==> src/dam_map.vh <==
// Register indices, field positions, reset values and class codes for the address modifier
`ifndef DAM_MAP_VH
`define DAM_MAP_VH

// Register indices; byte address on APB is four times the index
`define DAM_IDX_BANK 7'h79
`define DAM_IDX_IXH 7'h7a
`define DAM_IDX_IXM 7'h7b
`define DAM_IDX_IXL 7'h7c
`define DAM_IDX_STAT 7'h7f
`define DAM_IDX_LAST 7'h60
`define DAM_IDX_LIND 7'h61

// APB address field
`define DAM_PADDR_W 9
`define DAM_PADDR_IDX_HI 8
`define DAM_PADDR_IDX_LO 2
`define DAM_PADDR_ALIGN 2'h0

// Field positions
`define DAM_MPE_BIT 3
`define DAM_IXE_BIT 0
`define DAM_IXH_HI 2
`define DAM_IXH_LO 0

// Reset values
`define DAM_RST_NIB 4'h0
`define DAM_RST_ADDR 11'h000
`define DAM_RST_DATA 32'h0000_0000

// Index increment wrap point and result
`define DAM_IX_WRAP_FROM 11'h3ff
`define DAM_IX_WRAP_TO 11'h000
`define DAM_IX_ONE 11'h001

// Instruction classes presented by the core
`define DAM_CLS_EXEMPT 2'h0
`define DAM_CLS_MEM 2'h1
`define DAM_CLS_IND 2'h2
`define DAM_CLS_INC 2'h3

`endif

==> src/dam_addr_mod.v <==
// Combinational data-memory address modification by index and row pointer
`timescale 1ns/1ps
`include "dam_map.vh"
module dam_addr_mod (
  input wire [1:0] cls,
  input wire [3:0] bank,
  input wire [2:0] row,
  input wire [3:0] col,
  input wire [10:0] index_value,
  input wire index_enable_flag,
  input wire [6:0] row_pointer,
  input wire row_pointer_enable,
  input wire [2:0] ind_row,
  input wire [3:0] ind_col,
  output reg [10:0] mem_addr,
  output reg [10:0] ind_addr,
  output reg ix_applied,
  output reg mp_applied
);
  wire [10:0] raw_addr;
  wire [10:0] raw_ind;

  assign raw_addr = {bank, row, col};
  assign raw_ind = {bank, ind_row, ind_col};

  always @* begin
    mem_addr = raw_addr;
    ind_addr = raw_ind;
    ix_applied = 1'b0;
    mp_applied = 1'b0;
    case (cls)
      `DAM_CLS_MEM, `DAM_CLS_IND: begin
        if (index_enable_flag) begin
          mem_addr = raw_addr | index_value;
          ix_applied = 1'b1;
        end
        if (cls == `DAM_CLS_IND && row_pointer_enable) begin
          ind_addr = {row_pointer, ind_col};
          mp_applied = 1'b1;
        end
      end
      default: begin
        mem_addr = raw_addr;
        ind_addr = raw_ind;
      end
    endcase
  end
endmodule // dam_addr_mod

==> src/dam_top.v <==
// Bank select, index register and row pointer with APB access and address modification
`timescale 1ns/1ps
`include "dam_map.vh"

// Operation
// - Four-bit bank register picks data-memory bank 0 through 15.
// - Bank register writes succeed whatever bank is currently selected.
// - Index is 11 bits: low three bits of 7AH, then 7BH, 7CH.
// - Index enable flag is bit 0 of the status nibble at 7FH.
// - Row pointer is 7 bits sharing index upper bits in 7AH and 7BH.
// - Row pointer enable flag lives in the nibble at 7AH.
// - With index enabled, data-memory instructions use bank/row/column ORed with index.
// - Exempt instruction classes never get index modification.
// - With pointer enabled, indirect transfers take bank and row from the pointer.
// - Row pointer modifies no instruction except general-register indirect transfers.
// - Index increment adds one, wrapping 3FFH to 000H.
module dam_top (
  input wire pclk,
  input wire presetn,
  input wire psel,
  input wire penable,
  input wire pwrite,
  input wire [8:0] paddr,
  input wire [31:0] pwdata,
  output wire [31:0] prdata,
  output wire pready,
  output wire pslverr,
  input wire wdt_reset_req,
  input wire ce_reset_req,
  input wire core_valid,
  input wire [1:0] core_cls,
  input wire [2:0] core_row,
  input wire [3:0] core_col,
  input wire [2:0] core_ind_row,
  input wire [3:0] core_ind_col,
  output wire [3:0] bank_sel,
  output wire [10:0] real_addr,
  output wire [10:0] real_ind_addr,
  output wire addr_valid,
  output wire ix_applied,
  output wire mp_applied
);
  // System register nibbles
  reg [3:0] bank_ff;
  reg [3:0] ixh_ff;
  reg [3:0] ixm_ff;
  reg [3:0] ixl_ff;
  reg [3:0] stat_ff;
  reg [3:0] nxt_bank;
  reg [3:0] nxt_ixh;
  reg [3:0] nxt_ixm;
  reg [3:0] nxt_ixl;
  reg [3:0] nxt_stat;

  // Bus answer registers
  reg [31:0] prdata_ff;
  reg pready_ff;
  reg pslverr_ff;
  reg [31:0] nxt_prdata;
  reg nxt_pready;
  reg nxt_pslverr;

  // Registered address results
  reg [10:0] real_addr_ff;
  reg [10:0] real_ind_ff;
  reg addr_valid_ff;
  reg ix_applied_ff;
  reg mp_applied_ff;

  // Decoded views of the nibbles
  wire [10:0] index_value;
  wire [6:0] row_pointer;
  wire index_enable_flag;
  wire row_pointer_enable;
  wire [10:0] index_next;

  // Bus decode
  wire [6:0] reg_idx;
  wire aligned;
  wire setup_phase;
  wire wr_commit;
  wire soft_clear;
  reg mapped;
  reg [3:0] rd_nib;
  reg [10:0] rd_wide;
  reg wide_sel;

  // Modifier outputs
  wire [10:0] mod_mem_addr;
  wire [10:0] mod_ind_addr;
  wire mod_ix_applied;
  wire mod_mp_applied;
  wire inc_req;

  assign index_value = {ixh_ff[`DAM_IXH_HI:`DAM_IXH_LO], ixm_ff, ixl_ff};
  assign row_pointer = {ixh_ff[`DAM_IXH_HI:`DAM_IXH_LO], ixm_ff};
  assign row_pointer_enable = ixh_ff[`DAM_MPE_BIT];
  assign index_enable_flag = stat_ff[`DAM_IXE_BIT];

  // Increment with the documented wrap point
  assign index_next = (index_value == `DAM_IX_WRAP_FROM) ? `DAM_IX_WRAP_TO : index_value + `DAM_IX_ONE;

  assign reg_idx = paddr[`DAM_PADDR_IDX_HI:`DAM_PADDR_IDX_LO];
  assign aligned = (paddr[1:0] == `DAM_PADDR_ALIGN);
  assign setup_phase = psel & ~penable;
  assign wr_commit = psel & penable & pready_ff & pwrite & mapped & aligned;
  assign soft_clear = wdt_reset_req | ce_reset_req;
  assign inc_req = core_valid & (core_cls == `DAM_CLS_INC);

  // Address decode and read mux
  always @* begin
    mapped = 1'b1;
    rd_nib = `DAM_RST_NIB;
    rd_wide = `DAM_RST_ADDR;
    wide_sel = 1'b0;
    case (reg_idx)
      `DAM_IDX_BANK: rd_nib = bank_ff;
      `DAM_IDX_IXH: rd_nib = ixh_ff;
      `DAM_IDX_IXM: rd_nib = ixm_ff;
      `DAM_IDX_IXL: rd_nib = ixl_ff;
      `DAM_IDX_STAT: rd_nib = stat_ff;
      `DAM_IDX_LAST: begin
        rd_wide = real_addr_ff;
        wide_sel = 1'b1;
      end
      `DAM_IDX_LIND: begin
        rd_wide = real_ind_ff;
        wide_sel = 1'b1;
      end
      default: mapped = 1'b0;
    endcase
  end

  // Answer prepared in setup, presented for exactly one access cycle
  always @* begin
    nxt_pready = setup_phase;
    nxt_pslverr = setup_phase & ~(mapped & aligned);
    nxt_prdata = prdata_ff;
    if (setup_phase) begin
      if (!pwrite && mapped && aligned) begin
        if (wide_sel) begin
          nxt_prdata = {21'h000000, rd_wide};
        end else begin
          nxt_prdata = {28'h0000000, rd_nib};
        end
      end else begin
        nxt_prdata = `DAM_RST_DATA;
      end
    end
  end

  // Register next values; bus write wins over increment in the same cycle
  always @* begin
    nxt_bank = bank_ff;
    nxt_ixh = ixh_ff;
    nxt_ixm = ixm_ff;
    nxt_ixl = ixl_ff;
    nxt_stat = stat_ff;
    if (inc_req) begin
      nxt_ixh = {ixh_ff[`DAM_MPE_BIT], index_next[10:8]};
      nxt_ixm = index_next[7:4];
      nxt_ixl = index_next[3:0];
    end
    if (wr_commit) begin
      case (reg_idx)
        `DAM_IDX_BANK: nxt_bank = pwdata[3:0];
        `DAM_IDX_IXH: nxt_ixh = pwdata[3:0];
        `DAM_IDX_IXM: nxt_ixm = pwdata[3:0];
        `DAM_IDX_IXL: nxt_ixl = pwdata[3:0];
        `DAM_IDX_STAT: nxt_stat = pwdata[3:0];
        default: nxt_bank = bank_ff;
      endcase
    end
    if (soft_clear) begin
      nxt_bank = `DAM_RST_NIB;
      nxt_ixh = `DAM_RST_NIB;
      nxt_ixm = `DAM_RST_NIB;
      nxt_ixl = `DAM_RST_NIB;
      nxt_stat = `DAM_RST_NIB;
    end
  end

  always @(posedge pclk or negedge presetn) begin
    if (!presetn) begin
      bank_ff <= `DAM_RST_NIB;
      ixh_ff <= `DAM_RST_NIB;
      ixm_ff <= `DAM_RST_NIB;
      ixl_ff <= `DAM_RST_NIB;
      stat_ff <= `DAM_RST_NIB;
    end else begin
      bank_ff <= nxt_bank;
      ixh_ff <= nxt_ixh;
      ixm_ff <= nxt_ixm;
      ixl_ff <= nxt_ixl;
      stat_ff <= nxt_stat;
    end
  end

  always @(posedge pclk or negedge presetn) begin
    if (!presetn) begin
      prdata_ff <= `DAM_RST_DATA;
      pready_ff <= 1'b0;
      pslverr_ff <= 1'b0;
    end else begin
      prdata_ff <= nxt_prdata;
      pready_ff <= nxt_pready;
      pslverr_ff <= nxt_pslverr;
    end
  end

  // Bank comes from the bank register, row and column from the instruction
  dam_addr_mod u_mod (
    .cls(core_cls),
    .bank(bank_ff),
    .row(core_row),
    .col(core_col),
    .index_value(index_value),
    .index_enable_flag(index_enable_flag),
    .row_pointer(row_pointer),
    .row_pointer_enable(row_pointer_enable),
    .ind_row(core_ind_row),
    .ind_col(core_ind_col),
    .mem_addr(mod_mem_addr),
    .ind_addr(mod_ind_addr),
    .ix_applied(mod_ix_applied),
    .mp_applied(mod_mp_applied)
  );

  // Results registered one cycle after the core request
  always @(posedge pclk or negedge presetn) begin
    if (!presetn) begin
      real_addr_ff <= `DAM_RST_ADDR;
      real_ind_ff <= `DAM_RST_ADDR;
      addr_valid_ff <= 1'b0;
      ix_applied_ff <= 1'b0;
      mp_applied_ff <= 1'b0;
    end else begin
      addr_valid_ff <= core_valid;
      if (core_valid) begin
        real_addr_ff <= mod_mem_addr;
        real_ind_ff <= mod_ind_addr;
        ix_applied_ff <= mod_ix_applied;
        mp_applied_ff <= mod_mp_applied;
      end else begin
        ix_applied_ff <= 1'b0;
        mp_applied_ff <= 1'b0;
      end
    end
  end

  assign prdata = prdata_ff;
  assign pready = pready_ff;
  assign pslverr = pslverr_ff;
  assign bank_sel = bank_ff;
  assign real_addr = real_addr_ff;
  assign real_ind_addr = real_ind_ff;
  assign addr_valid = addr_valid_ff;
  assign ix_applied = ix_applied_ff;
  assign mp_applied = mp_applied_ff;
endmodule // dam_top

==> config.mk <==
export PLATFORM = sky130hd
export DESIGN_NAME = dam_top
export DESIGN_NICKNAME = d
export VERILOG_FILES = /design/src/dam_addr_mod.v /design/src/dam_top.v
export VERILOG_INCLUDE_DIRS = /design/src
export SDC_FILE = /design/constraint.sdc
export NUM_CORES = 1
export LEC_CHECK = 0
export BUFFER_PORTS_ARGS = -buffer_cell sky130_fd_sc_hd__clkbuf_2
export CAP_MARGIN = 5
export CORE_ASPECT_RATIO = 1.1
export CORE_UTILIZATION = 49
export CTS_CLUSTER_DIAMETER = 100
export CTS_CLUSTER_SIZE = 12
export DETAILED_ROUTE_END_ITERATION = 7
export PLACE_DENSITY = 0.8
export SLEW_MARGIN = 5
export SYNTH_ARGS = -nofsm -noshare
export SYNTH_HDL_FRONTEND = slang
export SYNTH_SLANG_ARGS = --single-unit
==> constraint.sdc <==
create_clock -name pclk -period 1.95 [get_ports pclk]
set_input_delay 0.2925 -clock pclk [delete_from_list [all_inputs] [get_ports pclk]]
set_output_delay 0.2925 -clock pclk [all_outputs]
set_load 0.02 [all_outputs]
# Word-level counts from Yosys, hierarchy flattened
# Cells that the tools add are included.
# W data, S select, Z words.
[totals] wordCells=86 out_inout_bits=63 inputBits=65 regBits=79
[op_classes] n_reduce_logical=13 bitwise_logic=13 eq_ne=11 n_mux=35 add_sub_neg=1
[op_table] op="$mux W4" n=17
[op_table] op="$mux W11" n=6
[op_table] op="$eq A7 B7 Y1 const B" n=7
[op_table] op="$mux W32" n=1
[op_table] op="$pmux W11 S2" n=1
[op_table] op="$pmux W4 S5" n=1
[op_table] op="$add A11 B1 Y11 const B" n=1
[op_table] op="$eq A11 B10 Y1 const B" n=1
[op_table] op="$or A11 B11 Y11" n=1
[op_table] op="$and A1 B1 Y1" n=9
[op_table] op="$mux W1" n=8
[op_table] op="$reduce_or A7 Y1" n=1
[op_table] op="$reduce_bool A2 Y1" n=3
[op_table] op="$eq A2 B2 Y1 const B" n=2
[op_table] op="$reduce_and A2 Y1" n=2
[op_table] op="$reduce_or A2 Y1" n=2
[op_table] op="$logic_and A1 B1 Y1" n=3
[op_table] op="$mux W3" n=1
[op_table] op="$eq A2 B1 Y1 const B" n=1
[op_table] op="$logic_not A2 Y1" n=1
[op_table] op="$not A1 Y1" n=2
[op_table] op="$logic_not A1 Y1" n=1
[op_table] op="$or A1 B1 Y1" n=1

# Depth between registers and ports, before layout
[logic_depth] depth_word=7 depth_mapped=7 ltp_nobuf=6

# Cells and area by module
# From an unflattened synthesis, not the netlist that was laid out.
[hier_totals] cells_unflattened=307 area_unflattened_um2=3246.9
[modules_own_cells] mod="dam_top" seq_area_each_um2=1451.4 cells_per_inst=279 area_per_inst_um2=3004.1 instances=1
[modules_own_cells] mod="dam_addr_mod" seq_area_each_um2=0.0 cells_per_inst=28 area_per_inst_um2=242.7 instances=1

# Worst setup path before layout
# No wires, ideal clock.
[synth_timing] path_type="register to register" startpoint="register pready_ff, in the netlist pready" endpoint="register stat_ff[0]" arrival_ns=1.328 required_time_ns=1.818 period_less_slack_ns=1.460 path_buffers=0 setup_ns=0.132 stages_incl_launch_ff=5 path_slack_ns=0.490 cell_sequence="dfrtp_1 -> nand4_1 -> nor4_4 -> mux2i_1 -> nor2_1"
[synth_between] elab_chain_len=6
[synth_rtl] item="start: declaration" line_no="dam_top.v:57" rtl="reg pready_ff;"
[synth_rtl] item="start signal: assignment" line_no="dam_top.v:206" rtl="pready_ff <= nxt_pready;"
[synth_rtl] item="$and A1 B1 Y1 (4 in a row)" line_no="dam_top.v:106" rtl="assign wr_commit = psel & penable & pready_ff & pwrite & mapped & aligned;"
[synth_rtl] item="$reduce_bool A2 Y1 (no source line)"
[synth_rtl] item="$reduce_and A2 Y1 (no source line)"
[synth_rtl] item="end signal: assignment" line_no="dam_top.v:189" rtl="stat_ff <= `DAM_RST_NIB;"
[synth_rtl] item="end signal: assignment" line_no="dam_top.v:195" rtl="stat_ff <= nxt_stat;"
[synth_rtl] item="end: declaration" line_no="dam_top.v:48" rtl="reg [3:0] stat_ff;"
# Every way passes these cells.
# A chain may end at the register's enable or synchronous reset.

# Final worst setup path
[layout_timing] startpoint="register ixl_ff[0]" endpoint="register ixm_ff[1]"
[layout_between] elab_chain_len=6 elab_cells_between_ends=7 classes_between="add/sub: 1; eq/ne: 1; mux: 5"
[layout_rtl] item="start: declaration" line_no="dam_top.v:47" rtl="reg [3:0] ixl_ff;"
[layout_rtl] item="start signal: assignment" line_no="dam_top.v:188" rtl="ixl_ff <= `DAM_RST_NIB;"
[layout_rtl] item="start signal: assignment" line_no="dam_top.v:194" rtl="ixl_ff <= nxt_ixl;"
[layout_rtl] item="$add A11 B1 Y11 (no source line) or $eq A11 B10 Y1 (tied branches)"
[layout_rtl] item="$mux W11 (no source line) (*)"
[layout_rtl] item="$mux W4 (*)" line_no="dam_top.v:159" rtl="if (inc_req) begin"
[layout_rtl] item="$mux W4" line_no="dam_top.v:165" rtl="case (reg_idx)"
[layout_rtl] item="$mux W4 (*)" line_no="dam_top.v:164" rtl="if (wr_commit) begin"
[layout_rtl] item="$mux W4 (*)" line_no="dam_top.v:174" rtl="if (soft_clear) begin"
[layout_rtl] item="via nxt_ixm[1]" line_no="dam_top.v:51" rtl="reg [3:0] nxt_ixm;"
[layout_rtl] item="end signal: assignment" line_no="dam_top.v:187" rtl="ixm_ff <= `DAM_RST_NIB;"
[layout_rtl] item="end signal: assignment" line_no="dam_top.v:193" rtl="ixm_ff <= nxt_ixm;"
[layout_rtl] item="end: declaration" line_no="dam_top.v:46" rtl="reg [3:0] ixm_ff;"
# Mark *: on every way through the listed nets, which the timed path passes. The rest lies on a longest branch.

==> impl_summary.md <==
Power and ir drop
Summed over all cells, the static leakage comes to roughly 1.9 nW. Internal power comes to 0.00199 W. The net switching power of the design is 0.000767 W. The switching power as a share of total power is about 28%. The clock network is responsible for about 41% of the overall power. The power share of the sequential group is 46.1%. For this design the ratio of total power to cell area is around 700 nW/um^2. The share of total power dissipated in combinational logic is about an eighth. Across the VDD grid, the largest voltage drop is ~0.35 mV.

Detailed routing
The DRC marker count from the first detailed-route iteration is 230. The count of nets left with antenna violations after detail routing is 0. In the routed layout, each cell is associated on average with a via count of 5.75.

The first TritonRoute pass finished after 5 iterations. Summed over all layers, the routed wires come to about 8.4 mm. In the final routed layout, each cell accounts on average for approximately 17 um. The number of design rule violations left after detail routing is 0. The detailed router placed 2,894 vias in this run.

Clock network
The clock tree synthesis step divided the H-tree into 3 levels. The number of CTS-inserted buffers is 9. The clock insertion delay at the later pin of the skew report is about 340 ps.

The number of post-CTS setup repair buffers is 0. The cell at the root of the clock tree is sky130_fd_sc_hd__clkbuf_8. The number of buffers on the longest clock path is 2.

The number of sinks on the clock net is between 50 and 60. The clock transition time at the flip-flop clock pins of the worst setup and hold paths is around 70 ps. TritonCTS built the clock tree.

Timing
The worst path needs approximately 1700 ps of the cycle, external delays included. After routing, the total negative slack on setup checks comes to 0 ps. The final count of pins violating max slew is 0.

Setup violations remaining at the end of the flow were counted as 0. The number of hold-slack violations in the final timing report is 0. For the pin with the worst max-slew slack, the measured transition is 575 ps. The final critical-path share of the clock period is between 80% and 90%. The timing-limited maximum frequency is 590 MHz. The worst setup skew after layout is ~8.2 ps.

Setup repair after global routing left no endpoint under its margin. Headroom to the max-slew limit came out at between 60 and 70%.

Synthesis
By area the synthesized netlist is led by sky130_fd_sc_hd__dfrtp_1, sky130_fd_sc_hd__mux2i_1, sky130_fd_sc_hd__buf_4. By instance count, the leading cell after synthesis is sky130_fd_sc_hd__dfrtp_1. The post-synthesis area per instance is 9.95 sq um. After synthesis, the share of flip-flops with an asynchronous set or reset is 100%. The number of flops mapped to enable cells by yosys is 0.

The number of library cell types mapped by synthesis is between 50 and 60. The commonest cells after synthesis are sky130_fd_sc_hd__dfrtp_1, sky130_fd_sc_hd__nand2_1, sky130_fd_sc_hd__mux2i_1, sky130_fd_sc_hd__buf_4, sky130_fd_sc_hd__a21oi_1. Counting flops and latches in the post-synthesis netlist gives 58. The synthesized design spends more area on one cell type than any other, namely sky130_fd_sc_hd__dfrtp_1. For this run, the number of Yosys warnings is 0. The synthesized instance count is around 340. In the synthesized netlist the dominant register cell turns out to be sky130_fd_sc_hd__dfrtp_1. The post-synthesis instance area is ~3300 sq um. The portion of the post-synthesis area used by sequential elements is between 40% and 50%.

In this run the biggest area consumer among cell types represents between 40 and 50% of the synthesized area.

Final layout
The combined flip-flop and latch cell area is around 1500 sq um. The combined area of the multi-input logic cells is about 1700 sq um. The finished cells cover 3960 sq um. Relative to the synthesized area, the layout overhead comes to 18.3%. The number of fill cells in the layout is 560. The post-route netlist has slightly below 30% of its cells at a drive strength greater than 1. The net count of the finished layout is around 480. The repair_antennas step left the layout with diodes totalling 0.

Flow run
The reported max-cap violation count is 0.

GRT
For this run, the total global-route usage over all layers was measured as about 25%. Entering global routing, the biggest net connects 39 pins. The total overflow left after global routing is 0.

The via count of the first global-routing pass came to 2,598. The number of antenna violations at the first check in global routing is 0. The first-pass GRT wire length is around 13 mm.

Place
Once detailed placement completed, the half-perimeter wirelength came to 6.35 mm. During placement, the flow inserted port buffers numbering 78. Routability-driven placement finished with a final weighted congestion of ~0.86. The cell area after placement is between 3000 and 4000 sq um.

Critical path
Data arrives at the worst endpoint at around 1900 ps. The critical path is of the flip-flop to flip-flop type. For the worst setup path, the data required time is ~2200 ps. The highest fanout seen on the critical path is 8.

The kind of end point of the critical path is a flip-flop. The startpoint class of the critical path is a flip-flop.

Min path
In this run the worst hold path is classified as input pin to flip-flop.

Floorplan
Measured along the x axis, the die boundary spans 80.8 um. The I/O pin total is ~130. The placeable core region is around 6600 sq um. The height of the die is between 80 and 90 um.

The placement row count is 31. The initial utilization of the core area, before any placement, comes to between 50% and 60%. The die covers roughly 7200 sq um.

Outcome
The run finished with clean final reports.
## power by group through the flow
stage,clock (W),sequential [W],combinational (W)
after floorplan,0,0.00133,0.000205
after global placement,0,0.00129,0.000354
after CTS,0.00113,0.00127,0.000367
after detailed placement,0,0.00129,0.000363
final,0.00112,0.00127,0.000367
after global routing,0.00119,0.00127,0.000399
## repair_timing
| action | in CTS | in global routing |
|---|---|---|
| gates resized for setup | 0 | 0 |
| hold buffers | 1 | 0 |
| endpoints found under the setup margin | 0 | 0 |
| endpoints found under the hold margin | 20 | 0 |
## logic make-up after synthesis
kind of cell | count (synthesis) | synth area share [%]
and+or+nand+nor | 117 | 20.9
AOI/OAI and AO/OA | 76 | 15.4
DFF | 58 | 43.4
buffers and inverters | 45 | 8.38
muxes | 30 | 9.17
xor gates and xnor gates | 6 | 1.57
adders and majority gates | 3 | 1.12
other | 1 | 0.112
## placed cells by master, fill, tap and decap left out, drive strengths merged, types with 5 or more instances in the layout
master and count:
mux2 5, dfrtp 58, nand2 30, xor2 5, buf 11, nor2 20, and2 14, a221o 11
nand4 12, conb 21, a21oi 22, mux2i 25, nor3 7, clkbuf 88, o21ai 23, nand3 12
## worst max-delay path, cell delays in order, from the launching register on
cell,delay [ps]
sky130_fd_sc_hd__dfrtp_1,470
sky130_fd_sc_hd__ha_1,370
sky130_fd_sc_hd__and4b_1,260
sky130_fd_sc_hd__nand2_1,80
sky130_fd_sc_hd__a311oi_1,270
sky130_fd_sc_hd__a21oi_1,110
## area by class of cell
type	instances	share of cell area (%)
Multi-Input combinational cell	253	42.7
Sequential cell	58	36.7
Timing Repair Buffer	90	12.5
Clock buffer	10	3.48
Tap cell	82	2.59
Clock inverter	6	1.68
Inverter	4	0.380
## state kept, by name, indices dropped and copies added (netlist names), 4 cells and up
name and flops:
bank_sel 4, ixh_ff 4, ixl_ff 4, ixm_ff 4, prdata 11, real_addr 11, real_ind_addr 11, stat_ff 4
## final timing paths
path	end	cells after the start	from	slack, ps
hold / removal	real_ind_addr[1]	2	core_ind_col[1]	190
setup / recovery	ixm_ff[1]	5	ixl_ff[0]	250
max in group asynchronous	bank_sel[3]	3	presetn	880
min in group asynchronous	real_ind_addr[1]	2	presetn	480
hold reg to reg	prdata[5]	2	prdata[5]	480
setup reg to reg	ixm_ff[1]	5	ixl_ff[0]	250
## per-layer routing
layer / part of all wire (%) / track usage, % / vias up
li1: - / - / 1342
met1: 41 / 30.4 / 1398
met2: 50 / 41.2 / 133
met3: 6.6 / 6.08 / 21
met4: 2.2 / 10.4 / 0
met5: 0 / 0 / -
## metrics by stage
step	worst slack (ps)	utilization (%)	instances	hold WS (ps)	total power, W
global placement	323	56.8	486	301	0.00164
finish	255	60.0	503	187	0.00276
detailed placement	285	56.8	486	310	0.00166
floorplan	490	-	356	-3.09	0.00154
CTS	283	60.0	503	177	0.00277
global route	128	60.0	503	185	0.00287
No activity file was read; power rests on OpenSTA's default activity.
